==> config.mk <==
export PLATFORM = sky130hd
export DESIGN_NAME = spcr_regs
export DESIGN_NICKNAME = d
export VERILOG_FILES = /design/src/inc/spcr_pkg.sv /design/src/rtl/spcr_regs.sv
export SDC_FILE = /design/constraint.sdc
export NUM_CORES = 1
export LEC_CHECK = 0
export BUFFER_PORTS_ARGS = -buffer_cell sky130_fd_sc_hd__buf_4
export CORE_UTILIZATION = 33
export DETAILED_ROUTE_END_ITERATION = 6
export PLACE_DENSITY = 0.51
export SLEW_MARGIN = 10
export SYNTH_ARGS = -nofsm -noshare
export SYNTH_HDL_FRONTEND = slang
export SYNTH_SLANG_ARGS = --single-unit
==> constraint.sdc <==
create_clock -name sys_clk -period 3.1 [get_ports sys_clk]
set_input_delay 0.31 -clock sys_clk [delete_from_list [all_inputs] [get_ports sys_clk]]
set_output_delay 0.31 -clock sys_clk [all_outputs]
set_load 0.02 [all_outputs]
==> src/inc/spcr_pkg.sv <==
// Summary of operation
// - Eight-bit storage registers, freely read and written.
// - Accumulator has no register address.
// - Bit 7 picks external interrupt edge.
// - Bit 5 picks internal or external count.
// - Shared pin: comparator, then counter, then port.
// - Bit 4 picks external count edge.
// - Bit 3 enables prescaler, else 1:1.
// - Divider code 000..111 gives 1:2..1:256.
// - Port 5 direction: 0 output, 1 high-Z.
// - Port 6 direction: 0 output, 1 high-Z.
// - PWM count top bits read-only, 7:6 zero.
// - PWM count low byte read-only.
// - Ten-bit period sets PWM time base.
// - PWM high until count equals duty.
// - Pull-down bits active low, bit 7 zero.
// - Pull-down register reads back last write.
// - Open-drain bits active high, bit 3 zero.
// - Open-drain register reads back last write.
`default_nettype none
package spcr_pkg;
    // ========================================
    // Register map
    localparam int unsigned ADDR_W        = 8;
    localparam logic [7:0]  GEN_FIRST     = 8'h10;
    localparam logic [7:0]  GEN_LAST      = 8'h3f;
    localparam int unsigned GEN_DEPTH     = 48;
    localparam logic [7:0]  TIMER_CFG_A   = 8'h40;
    localparam logic [7:0]  PORT5_DIR_A   = 8'h45;
    localparam logic [7:0]  PORT6_DIR_A   = 8'h46;
    localparam logic [7:0]  PWM_HIGH_A    = 8'h47;
    localparam logic [7:0]  PWM_CNT_LO_A  = 8'h48;
    localparam logic [7:0]  PWM_PRD_LO_A  = 8'h49;
    localparam logic [7:0]  PWM_DUTY_LO_A = 8'h4a;
    localparam logic [7:0]  PULL_DOWN_A   = 8'h4b;
    localparam logic [7:0]  OPEN_DRAIN_A  = 8'h4c;
    // ========================================
    // Field positions
    localparam int unsigned EDGE_SEL_BIT  = 7;
    localparam int unsigned GIE_BIT       = 6;
    localparam int unsigned SRC_SEL_BIT   = 5;
    localparam int unsigned CNT_EDGE_BIT  = 4;
    localparam int unsigned DIV_EN_BIT    = 3;
    // ========================================
    // Reset values and write masks
    localparam logic [7:0]  TIMER_CFG_RST = 8'h00;
    localparam logic [5:0]  PORT5_DIR_RST = 6'h3f;
    localparam logic [7:0]  PORT6_DIR_RST = 8'hff;
    localparam logic [9:0]  PWM_PRD_RST   = 10'h3ff;
    localparam logic [9:0]  PWM_DUTY_RST  = 10'h000;
    localparam logic [7:0]  PULL_DOWN_RST = 8'h7f;
    localparam logic [7:0]  PULL_DOWN_MSK = 8'h7f;
    localparam logic [7:0]  OPEN_DRN_RST  = 8'h00;
    localparam logic [7:0]  OPEN_DRN_MSK  = 8'hf7;
    localparam logic [7:0]  UNMAPPED_RD   = 8'h00;
endpackage
`default_nettype wire

==> src/rtl/spcr_regs.sv <==
// Decided for this implementation: the address-and-strobe port and the register addresses.
`default_nettype none
module spcr_regs #(
    parameter int unsigned PWM_W = 10
) (
    // Clock and reset
    input  wire logic              sys_clk,
    input  wire logic              rstn,
    // Register port
    input  wire logic [7:0]        reg_addr,
    input  wire logic [7:0]        reg_wdata,
    input  wire logic              reg_wr,
    input  wire logic              reg_rd,
    output logic      [7:0]        reg_rdata,
    // Core instruction events, one-cycle pulses
    input  wire logic              irq_disable_instr,
    input  wire logic              irq_enable_instr,
    input  wire logic              irq_return_instr,
    input  wire logic              hw_irq_entry,
    // Counter and interrupt inputs
    input  wire logic              instr_cycle_tick,
    input  wire logic              port6_bit2_pin,
    input  wire logic              ext_irq_pin,
    input  wire logic              comparator_neg_input_a,
    input  wire logic              pwm_clk_tick,
    // Control outputs
    output logic                   global_irq_enable,
    output logic                   ext_irq_event,
    output logic                   timer_counter_tick,
    output logic                   port6_bit2_is_comp,
    output logic                   port6_bit2_is_counter,
    output logic [5:0]             port5_dir_bits,
    output logic [7:0]             port6_dir_bits,
    output logic [5:0]             port5_out_en,
    output logic [7:0]             port6_out_en,
    output logic [7:0]             pulldown_off_bit,
    output logic [7:0]             open_drain_select,
    output logic                   pwm_out
);

    // ========================================
    // Storage and control registers
    logic [7:0]       gen_mem [spcr_pkg::GEN_DEPTH];
    logic [7:0]       timer_cfg_r;
    logic             gie_r;
    logic [5:0]       p5_dir_r;
    logic [7:0]       p6_dir_r;
    logic [PWM_W-1:0] prd_r;
    logic [PWM_W-1:0] duty_r;
    logic [PWM_W-1:0] cnt_r;
    logic [PWM_W-1:0] cnt_nxt;
    logic [7:0]       pd_r;
    logic [7:0]       od_r;
    logic [7:0]       rdata_r;
    logic [7:0]       rdata_nxt;
    logic             gen_hit;
    logic [5:0]       gen_idx;

    assign gen_hit = (reg_addr >= spcr_pkg::GEN_FIRST) && (reg_addr <= spcr_pkg::GEN_LAST);
    assign gen_idx = 6'(reg_addr - spcr_pkg::GEN_FIRST);

    // ========================================
    // General storage, no reset needed for plain data
    always_ff @(posedge sys_clk) begin
        if (reg_wr && gen_hit) begin
            gen_mem[gen_idx] <= reg_wdata;
        end
    end

    // ========================================
    // Configuration written by software
    always_ff @(posedge sys_clk) begin
        if (!rstn) begin
            timer_cfg_r <= spcr_pkg::TIMER_CFG_RST;
            p5_dir_r    <= spcr_pkg::PORT5_DIR_RST;
            p6_dir_r    <= spcr_pkg::PORT6_DIR_RST;
            prd_r       <= spcr_pkg::PWM_PRD_RST;
            duty_r      <= spcr_pkg::PWM_DUTY_RST;
            pd_r        <= spcr_pkg::PULL_DOWN_RST;
            od_r        <= spcr_pkg::OPEN_DRN_RST;
        end else if (reg_wr) begin
            case (reg_addr)
                spcr_pkg::TIMER_CFG_A:   timer_cfg_r <= reg_wdata;
                spcr_pkg::PORT5_DIR_A:   p5_dir_r    <= reg_wdata[5:0];
                spcr_pkg::PORT6_DIR_A:   p6_dir_r    <= reg_wdata;
                spcr_pkg::PWM_HIGH_A: begin
                    prd_r[9:8]  <= reg_wdata[3:2];
                    duty_r[9:8] <= reg_wdata[1:0];
                end
                spcr_pkg::PWM_PRD_LO_A:  prd_r[7:0]  <= reg_wdata;
                spcr_pkg::PWM_DUTY_LO_A: duty_r[7:0] <= reg_wdata;
                spcr_pkg::PULL_DOWN_A:   pd_r <= reg_wdata & spcr_pkg::PULL_DOWN_MSK;
                spcr_pkg::OPEN_DRAIN_A:  od_r <= reg_wdata & spcr_pkg::OPEN_DRN_MSK;
                default: begin
                end
            endcase
        end
    end

    // ========================================
    // Global interrupt enable, only instructions and hardware interrupt entry move it
    // Set wins so an enable in the same cycle is never lost
    always_ff @(posedge sys_clk) begin
        if (!rstn) begin
            gie_r <= 1'b0;
        end else if (irq_enable_instr || irq_return_instr) begin
            gie_r <= 1'b1;
        end else if (irq_disable_instr || hw_irq_entry) begin
            gie_r <= 1'b0;
        end
    end

    // ========================================
    // Pin synchronisers, first stage read only by second
    logic [2:0] sync1_r;
    logic [2:0] sync2_r;
    logic [2:0] sync3_r;
    always_ff @(posedge sys_clk) begin
        if (!rstn) begin
            sync1_r <= 3'h0;
            sync2_r <= 3'h0;
            sync3_r <= 3'h0;
        end else begin
            sync1_r <= {comparator_neg_input_a, ext_irq_pin, port6_bit2_pin};
            sync2_r <= sync1_r;
            sync3_r <= sync2_r;
        end
    end

    logic comp_a;
    logic irq_rise;
    logic irq_fall;
    logic pin_rise;
    logic pin_fall;
    assign comp_a   = sync2_r[2];
    assign irq_rise = sync2_r[1] & ~sync3_r[1];
    assign irq_fall = ~sync2_r[1] & sync3_r[1];
    assign pin_rise = sync2_r[0] & ~sync3_r[0];
    assign pin_fall = ~sync2_r[0] & sync3_r[0];

    // ========================================
    // External interrupt edge detect
    logic ext_evt_r;
    always_ff @(posedge sys_clk) begin
        if (!rstn) begin
            ext_evt_r <= 1'b0;
        end else begin
            ext_evt_r <= timer_cfg_r[spcr_pkg::EDGE_SEL_BIT] ? irq_fall : irq_rise;
        end
    end

    // ========================================
    // Shared pin function; comparator claim outranks counter
    logic is_comp_r;
    logic is_cnt_r;
    always_ff @(posedge sys_clk) begin
        if (!rstn) begin
            is_comp_r <= 1'b0;
            is_cnt_r  <= 1'b0;
        end else begin
            is_comp_r <= comp_a;
            is_cnt_r  <= ~comp_a & timer_cfg_r[spcr_pkg::SRC_SEL_BIT];
        end
    end

    // ========================================
    // Counter source and prescaler
    logic       raw_evt;
    logic       ext_edge;
    logic [7:0] pre_r;
    logic [7:0] pre_lim;
    logic       tick_r;
    assign ext_edge = timer_cfg_r[spcr_pkg::CNT_EDGE_BIT] ? pin_fall : pin_rise;
    // Counter input is dead while the comparator owns the pin
    assign raw_evt  = timer_cfg_r[spcr_pkg::SRC_SEL_BIT] ? (ext_edge & is_cnt_r)
                                                         : instr_cycle_tick;
    assign pre_lim  = 8'((16'h2 << timer_cfg_r[2:0]) - 16'h1);

    always_ff @(posedge sys_clk) begin
        if (!rstn) begin
            pre_r  <= 8'h00;
            tick_r <= 1'b0;
        end else if (!timer_cfg_r[spcr_pkg::DIV_EN_BIT]) begin
            pre_r  <= 8'h00;
            tick_r <= raw_evt;
        end else if (raw_evt) begin
            if (pre_r >= pre_lim) begin
                pre_r  <= 8'h00;
                tick_r <= 1'b1;
            end else begin
                pre_r  <= pre_r + 8'h01;
                tick_r <= 1'b0;
            end
        end else begin
            tick_r <= 1'b0;
        end
    end

    // ========================================
    // PWM time base; output follows count against duty
    always_comb begin
        cnt_nxt = cnt_r;
        if (pwm_clk_tick) begin
            if (cnt_r >= prd_r) begin
                cnt_nxt = '0;
            end else begin
                cnt_nxt = cnt_r + PWM_W'(1);
            end
        end
    end

    logic pwm_r;
    always_ff @(posedge sys_clk) begin
        if (!rstn) begin
            cnt_r <= '0;
            pwm_r <= 1'b0;
        end else begin
            cnt_r <= cnt_nxt;
            pwm_r <= (cnt_nxt < duty_r);
        end
    end

    // ========================================
    // Read mux; accumulator deliberately has no address
    always_comb begin
        rdata_nxt = spcr_pkg::UNMAPPED_RD;
        if (gen_hit) begin
            rdata_nxt = gen_mem[gen_idx];
        end else begin
            case (reg_addr)
                spcr_pkg::TIMER_CFG_A:   rdata_nxt = {timer_cfg_r[7], gie_r, timer_cfg_r[5:0]};
                spcr_pkg::PORT5_DIR_A:   rdata_nxt = {2'b00, p5_dir_r};
                spcr_pkg::PORT6_DIR_A:   rdata_nxt = p6_dir_r;
                spcr_pkg::PWM_HIGH_A:    rdata_nxt = {2'b00, cnt_r[9:8], prd_r[9:8], duty_r[9:8]};
                spcr_pkg::PWM_CNT_LO_A:  rdata_nxt = cnt_r[7:0];
                spcr_pkg::PWM_PRD_LO_A:  rdata_nxt = prd_r[7:0];
                spcr_pkg::PWM_DUTY_LO_A: rdata_nxt = duty_r[7:0];
                spcr_pkg::PULL_DOWN_A:   rdata_nxt = pd_r;
                spcr_pkg::OPEN_DRAIN_A:  rdata_nxt = od_r;
                default:                 rdata_nxt = spcr_pkg::UNMAPPED_RD;
            endcase
        end
    end

    // Read data held only one cycle after the strobe
    always_ff @(posedge sys_clk) begin
        if (!rstn) begin
            rdata_r <= 8'h00;
        end else begin
            rdata_r <= reg_rd ? rdata_nxt : 8'h00;
        end
    end

    // ========================================
    // Pin enables registered so outputs come from flops
    logic [5:0] p5_oe_r;
    logic [7:0] p6_oe_r;
    always_ff @(posedge sys_clk) begin
        if (!rstn) begin
            p5_oe_r <= 6'h00;
            p6_oe_r <= 8'h00;
        end else begin
            p5_oe_r <= ~p5_dir_r;
            p6_oe_r <= ~p6_dir_r;
        end
    end

    assign reg_rdata             = rdata_r;
    assign global_irq_enable     = gie_r;
    assign ext_irq_event         = ext_evt_r;
    assign timer_counter_tick    = tick_r;
    assign port6_bit2_is_comp    = is_comp_r;
    assign port6_bit2_is_counter = is_cnt_r;
    assign port5_dir_bits        = p5_dir_r;
    assign port6_dir_bits        = p6_dir_r;
    assign port5_out_en          = p5_oe_r;
    assign port6_out_en          = p6_oe_r;
    assign pulldown_off_bit      = pd_r;
    assign open_drain_select     = od_r;
    assign pwm_out               = pwm_r;
endmodule
`default_nettype wire

# After elaboration in Yosys (flattened, before gate mapping)
# Memory sizes are Yosys's and may differ from the RTL's.
# Index checks and enable logic that the tools add are counted.
[classes] n_eq_ne=9 shifts=1 n_bitwise=13 muxes=15 add_sub_neg=4 n_reduce_logical=15 order_cmp=5
[op_table] operator="$eq 8x7->1 const B" count=9
[op_table] operator="$pmux 8 s9" count=1
[op_table] operator="$mux 10" count=2
[op_table] operator="$reduce_and 2->1" count=10
[op_table] operator="$mux 8" count=2
[op_table] operator="$add 10x1->10 const B" count=1
[op_table] operator="$ge 10x10->1" count=1
[op_table] operator="$lt 10x10->1" count=1
[op_table] operator="$mux 1" count=10
[op_table] operator="$add 8x1->8 const B" count=1
[op_table] operator="$ge 8x5->1 const B" count=1
[op_table] operator="$ge 8x8->1" count=1
[op_table] operator="$le 8x6->1 const B" count=1
[op_table] operator="$not 8->8" count=1
[op_table] operator="$shl 2x3->8 const A" count=1
[op_table] operator="$sub 8x1->8 const B" count=1
[op_table] operator="$and 1x1->1" count=6
[op_table] operator="$not 6->6" count=1
[op_table] operator="$sub 6x5->6 const B" count=1
[op_table] operator="$not 1->1" count=5
[op_table] operator="$logic_and 1x1->1" count=2
[op_table] operator="$logic_or 1x1->1" count=2
[op_table] operator="$reduce_bool 2->1" count=1
[totals] out_inout_bits=58 ramBits=384 reg_bits=110 in_bits=29 wordCells=86 memories=1
[mem_list] name="gen_mem" words=48 word_bits=8 rd=1 rd_clocked_by_memory_dff=0 write_ports=1 line_no="spcr_regs.sv:43" text="logic [7:0] gen_mem [spcr_pkg::GEN_DEPTH];"

# Longest topological paths before layout
[logic_depth] depth_word=7 depth_mapped=15 depth_no_buf=15

# Worst setup path before layout
# Ideal clock, no wire load.
[synth_path] path_kind="register -> register" from="reg timer_cfg_r[1]" to="reg pre_r[0]" arrival_ps=2662 period_less_slack_ps=2794 path_slack_ps=306 path_buffers=2 stages_incl_launch_ff=14 setup_time_ps=133 t_required_ps=2967 path_cell_list="dfxtp_1 clkbuf_1 or3_1 ha_1 clkbuf_1 nor3_1 a21o_1 a21oi_1 ha_1 o21a_1 o21ai_0 o311a_1 o21ai_1 nor2_1"
[synth_via] elab_chain_cells=4
[synth_rtl] item="from (decl)" line_no="spcr_regs.sv:44" text="logic [7:0] timer_cfg_r;"
[synth_rtl] item="from (signal assigned)" line_no="spcr_regs.sv:74" text="timer_cfg_r <= spcr_pkg::TIMER_CFG_RST;"
[synth_rtl] item="from (signal assigned)" line_no="spcr_regs.sv:83" text="spcr_pkg::TIMER_CFG_A: timer_cfg_r <= reg_wdata;"
[synth_rtl] item="$shl 2x3->8" line_no="spcr_regs.sv:177" text="assign pre_lim = 8'((16'h2 << timer_cfg_r[2:0]) - 16'h1);"
[synth_rtl] item="$sub 8x1->8" line_no="spcr_regs.sv:177"
[synth_rtl] item="$ge 8x8->1" line_no="spcr_regs.sv:187" text="if (pre_r >= pre_lim) begin"
[synth_rtl] item="$mux 8" line_no="spcr_regs.sv:187"
[synth_rtl] item="to (signal assigned)" line_no="spcr_regs.sv:191" text="pre_r <= pre_r + 8'h01;"
[synth_rtl] item="to (decl)" line_no="spcr_regs.sv:170" text="logic [7:0] pre_r;"
# No other way between the ends.
# A chain may end at the register's enable or synchronous reset.

# Worst setup path after layout
[layout_path] from="reg prd_r[3]" to="reg pwm_r (netlist: pwm_out)"
[layout_via] elab_chain_cells=4
[layout_rtl] item="from (decl)" line_no="spcr_regs.sv:48" text="logic [PWM_W-1:0] prd_r;"
[layout_rtl] item="from (signal assigned)" line_no="spcr_regs.sv:77" text="prd_r <= spcr_pkg::PWM_PRD_RST;"
[layout_rtl] item="from (signal assigned)" line_no="spcr_regs.sv:90" text="spcr_pkg::PWM_PRD_LO_A: prd_r[7:0] <= reg_wdata;"
[layout_rtl] item="$ge 10x10->1" line_no="spcr_regs.sv:204" text="if (cnt_r >= prd_r) begin"
[layout_rtl] item="$mux 10" line_no="spcr_regs.sv:204"
[layout_rtl] item="$mux 10" line_no="spcr_regs.sv:203" text="if (pwm_clk_tick) begin"
[layout_rtl] item="named net cnt_nxt[7]" line_no="spcr_regs.sv:51" text="logic [PWM_W-1:0] cnt_nxt;"
[layout_rtl] item="$lt 10x10->1" line_no="spcr_regs.sv:219" text="pwm_r <= (cnt_nxt < duty_r);"
[layout_rtl] item="to (signal assigned)" line_no="spcr_regs.sv:219"
[layout_rtl] item="to (decl)" line_no="spcr_regs.sv:212" text="logic pwm_r;"
# The timed path passes the listed nets, and every way through them passes these cells.

==> results.txt <==
- Dividing the detail-routed via count by the number of cells gives 5.30.
* Slew Limit Fails: 0
- Data arrives at the worst endpoint at 3360 ps.
* TritonCTS clock tree: built
- Share of power burned in combinational logic: 5.7%
- Min-Delay Path Depth: 3
- Summed over all layers, the global routing overflow is 0.
- In this run the register-to-register setup slack is 260 ps.
- After clock tree synthesis, the setup repair step added 0 buffers.
- Top post-synthesis cells by count: edfxtp_1 (384), dfxtp_1 (109), mux2i_1 (109)
- Internal power consumption: 11.3 mW
* Max transition margin: 39.4%
- The first detailed-routing pass took 6 iterations.
- Number of flops mapped to enable cells by yosys: 384
- Share of final-layout standard cells stronger than drive strength 1: 22.4%
* CP cell instances: inv_1, ha_1, a21o_1, a21oi_1, o221ai_1, a21oi_2, nor2_2, nor2_1, ha_1, a21oi_1, nor2b_1, o21ai_0, nand3b_1, a211o_1, a31oi_1
* Clock power share: 45.2%
* Number of antenna violations at the first check in global routing: 1
- From left edge to right edge, the die measures 251 µm.
- The worst path uses 91.6% of the clock period.
- Pin count of the biggest net entering global routing: 89
- Core footprint: 60800 µm²
- DR DRC count: 0
* Total negative slack: 0 ps
* First-pass GRT wire length: 85.5 mm
- NetSw: 3.25 mW
- In this run the critical register-to-register path is captured at pwm_out.
- The clock period could shrink to 2840 ps.
- Setup repair after global routing missed its margin: no
* Seq/Total Area, Yosys: 66.9%
* Count of input and output buffers: 84
- In the final routing, the length of wire on met1 measures 26.8 mm.
* Height of the die: 251 µm
- Top Ports: 87
* # nets final: 1624
* Maximum single-stage delay on the critical path: 340 ps
* Post-route total power: 14.5 mW
- Cell types occupying the most area after synthesis: edfxtp_1 (56%), dfxtp_1 (11%), mux4_2 (6.5%)
- Sum of met2 wire segment lengths after detailed routing: 26.1 mm
* Startpoint of the most critical hold path: pwm_clk_tick
- The synthesized design devotes to its leading area cell type 56.3% of total area.
- Dividing the detail-routed wire length by the instance count gives 24.5 µm.
* Worst hold-check path type: input pin to flop
* Slowest cell on the critical path: dfxtp_1
* Register bit total from synthesis: 493
- The congestion estimate from routability-driven global placement came to 0.953.
- Hold_ws: 87.9 ps
- The run finished with clean final reports.
- Layout-stage area growth over the synthesis result: 19.2%
* Worst reg2reg path startpoint: prd_r[3]
- Clock latency of the later-clocked register in the worst-skew pair: 620 ps
- Data on the critical path is required at its endpoint by 3630 ps.
- For this block, the initial DRC count from the detailed router was 1135.
* Switching share of power: 22.4%
* Setup Viol. Count Final: 0
* Number of antenna diodes: 0
* Cell type with the highest aggregate area in the netlist: edfxtp_1
- Global routing consumed, over all layers together, 18.5% of the routing resources.
* Floorplan die area: 63100 µm²
* Highest layer used for signal routing: met5
- For this configuration, the core starts out at a cell density of 33.7%.
- Detailed placement finished with a half-perimeter wire length of 37.5 mm.
* Residual antenna-violating net count after detailed routing: 0
* Worst Setup End Kind: flop
- Transition time of the tightest slew-check pin: 905 ps
* Routed wire length: 58.6 mm
* Maximum clock path buffer count: 3
- The worst setup path is launched from a flop.
* Number of CTS-inserted buffers: 54
- Yosys printed 0 warnings.
- In the post-synthesis netlist, the cell with the most instances is edfxtp_1.
- For this design the ratio of total power to cell area is 596 nW/µm².
- Netlist area before placement: 20500 µm²
* Leakage: 8.73 nW
- Seq pwr share: 49.1%
- Yosys cell types: 73
- For this run, the leading register cell type out of synthesis is edfxtp_1.
- Maximum capacitance violations: 0
- Cell row count: 90
- Hold Crit Endpoint: cnt_r[0]
- Wire segments on met3 add up to 3.51 mm in the final route.
- VDD sags by at most 445 µV.
- After clock tree synthesis, the clock-pin slew on the worst setup and hold paths is 60 ps.
- Clock sinks: 493
- CTS placed an instance of clkbuf_16 at the clock tree root.
* Asr flop ratio synth: 0%
* Worst clock skew: 37.2 ps
- Via count of the first global-routing pass: 12600
- The number of hold violations in the final report is 0.
* Category of the most critical setup path: flop to flop
* Detailed-route via count: 12700
* Number of instances in the synthesized netlist: 1388
- After synthesis, the mean cell area works out to 14.8 µm².
- Maximum clock rate: 0.352 GHz
- Number of H-tree levels: 2
* CP Max Fanout: 7
- Measured in cells, the most critical reg-to-reg path has a length of 15.
[layout make-up]
| type | count | area (µm²) |
|---|---|---|
| well taps | 782 | 978 |
| clock buffers | 71 | 1470 |
| multi-input cells | 784 | 6240 |
| inverters | 34 | 128 |
| fillers | 5673 | 36400 |
| repair buffers | 193 | 1520 |
| flip-flops and latches | 493 | 13700 |
| clock inverters | 31 | 363 |
[through the flow]
step | instances | setup slack (ps) | utilization [%] | area, µm²
after floorplan | 1389 | 306 | - | 20500
after global placement | 2281 | 194 | 37.0 | 22500
after detailed placement | 2281 | 203 | 37.0 | 22500
after CTS | 2388 | 193 | 40.1 | 24400
after global routing | 2388 | 4.55 | 40.1 | 24400
final | 2388 | 261 | 40.1 | 24400
[state kept, by name (all words and copies together), names as in the netlist, 6 cells and up]
name and cells:
timer_cfg_r 7, duty_r 10, prd_r 10, port5_dir_bits 6
open_drain_select 7, port5_out_en 6, reg_rdata 8, pulldown_off_bit 7
pre_r 8, port6_dir_bits 8, port6_out_en 8, cnt_r 10
gen_mem 384
[worst max path at each step]
stage / from / slack, ps / cells after the start / end
after floorplan: timer_cfg_r[1] / 310 / 13 / pre_r[0]
after global placement: reg_addr[0] / 190 / 9 / reg_rdata[5]
after detailed placement: timer_cfg_r[0] / 200 / 10 / pre_r[2]
after CTS: timer_cfg_r[0] / 190 / 10 / pre_r[2]
after global routing: prd_r[3] / 5 / 15 / pwm_out
final: prd_r[3] / 260 / 15 / pwm_out
[worst max-delay path: cells and delay by family, from the launching register on]
| kind | cells | cell delay, ps |
|---|---|---|
| adder cells (fa/ha/maj) | 2 | 560 |
| AND/OR/NAND/NOR | 4 | 370 |
| AO/OA/AOI/OAI | 8 | 1450 |
| buffers and inverters | 1 | 60 |
| flip-flops | 1 | 340 |
[logic make-up after synthesis]
family                     share of synthesized area [%]
other                                             0.0183
buffers and inverters                               2.69
AOI/OAI and AO/OA                                   6.44
xor gates and xnor gates                           0.684
muxes                                               12.5
and+or+nand+nor                                     8.62
adders and majority gates                           2.14
DFF                                                 66.9
[routing by layer]
metal  track usage (%)  vias to the layer above
met3              3.32                      120
met2              28.3                      446
li1                  -                     5667
met1              26.3                     6428
met5                 0                        -
met4              7.04                        2
[what timing repair did]
action                                  4_1_cts  5_1_grt
resized for setup                             0        3
endpoints found under the setup margin        0        4
hold buffers                                  5        0
endpoints found under the hold margin         4        0
[power groups by stage]
stage	Sequential, mW	Clock [mW]	Combinational, mW
after global placement	7.29	0	0.815
after detailed placement	7.29	0	0.821
final	7.15	6.57	0.829
after CTS	7.15	6.73	0.829
after global routing	7.15	6.98	0.876
after floorplan	7.29	0	0.431
[layout by cell type, fill, tap and decap left out, types with 33 or more instances in the layout]
cell type  netlist  layout
buf_4           11     183
dfxtp_1        109     109
nor2b_1         48      48
nand3_1         39      39
clkbuf_16        0      55
nor2_1          85      84
ha_1            35      35
mux4_2          59      59
mux2i_1        109     109
inv_1           33      33
nand2_1         99      99
o21ai_0         35      35
edfxtp_1       384     384
(Power assumes the default switching activity.)
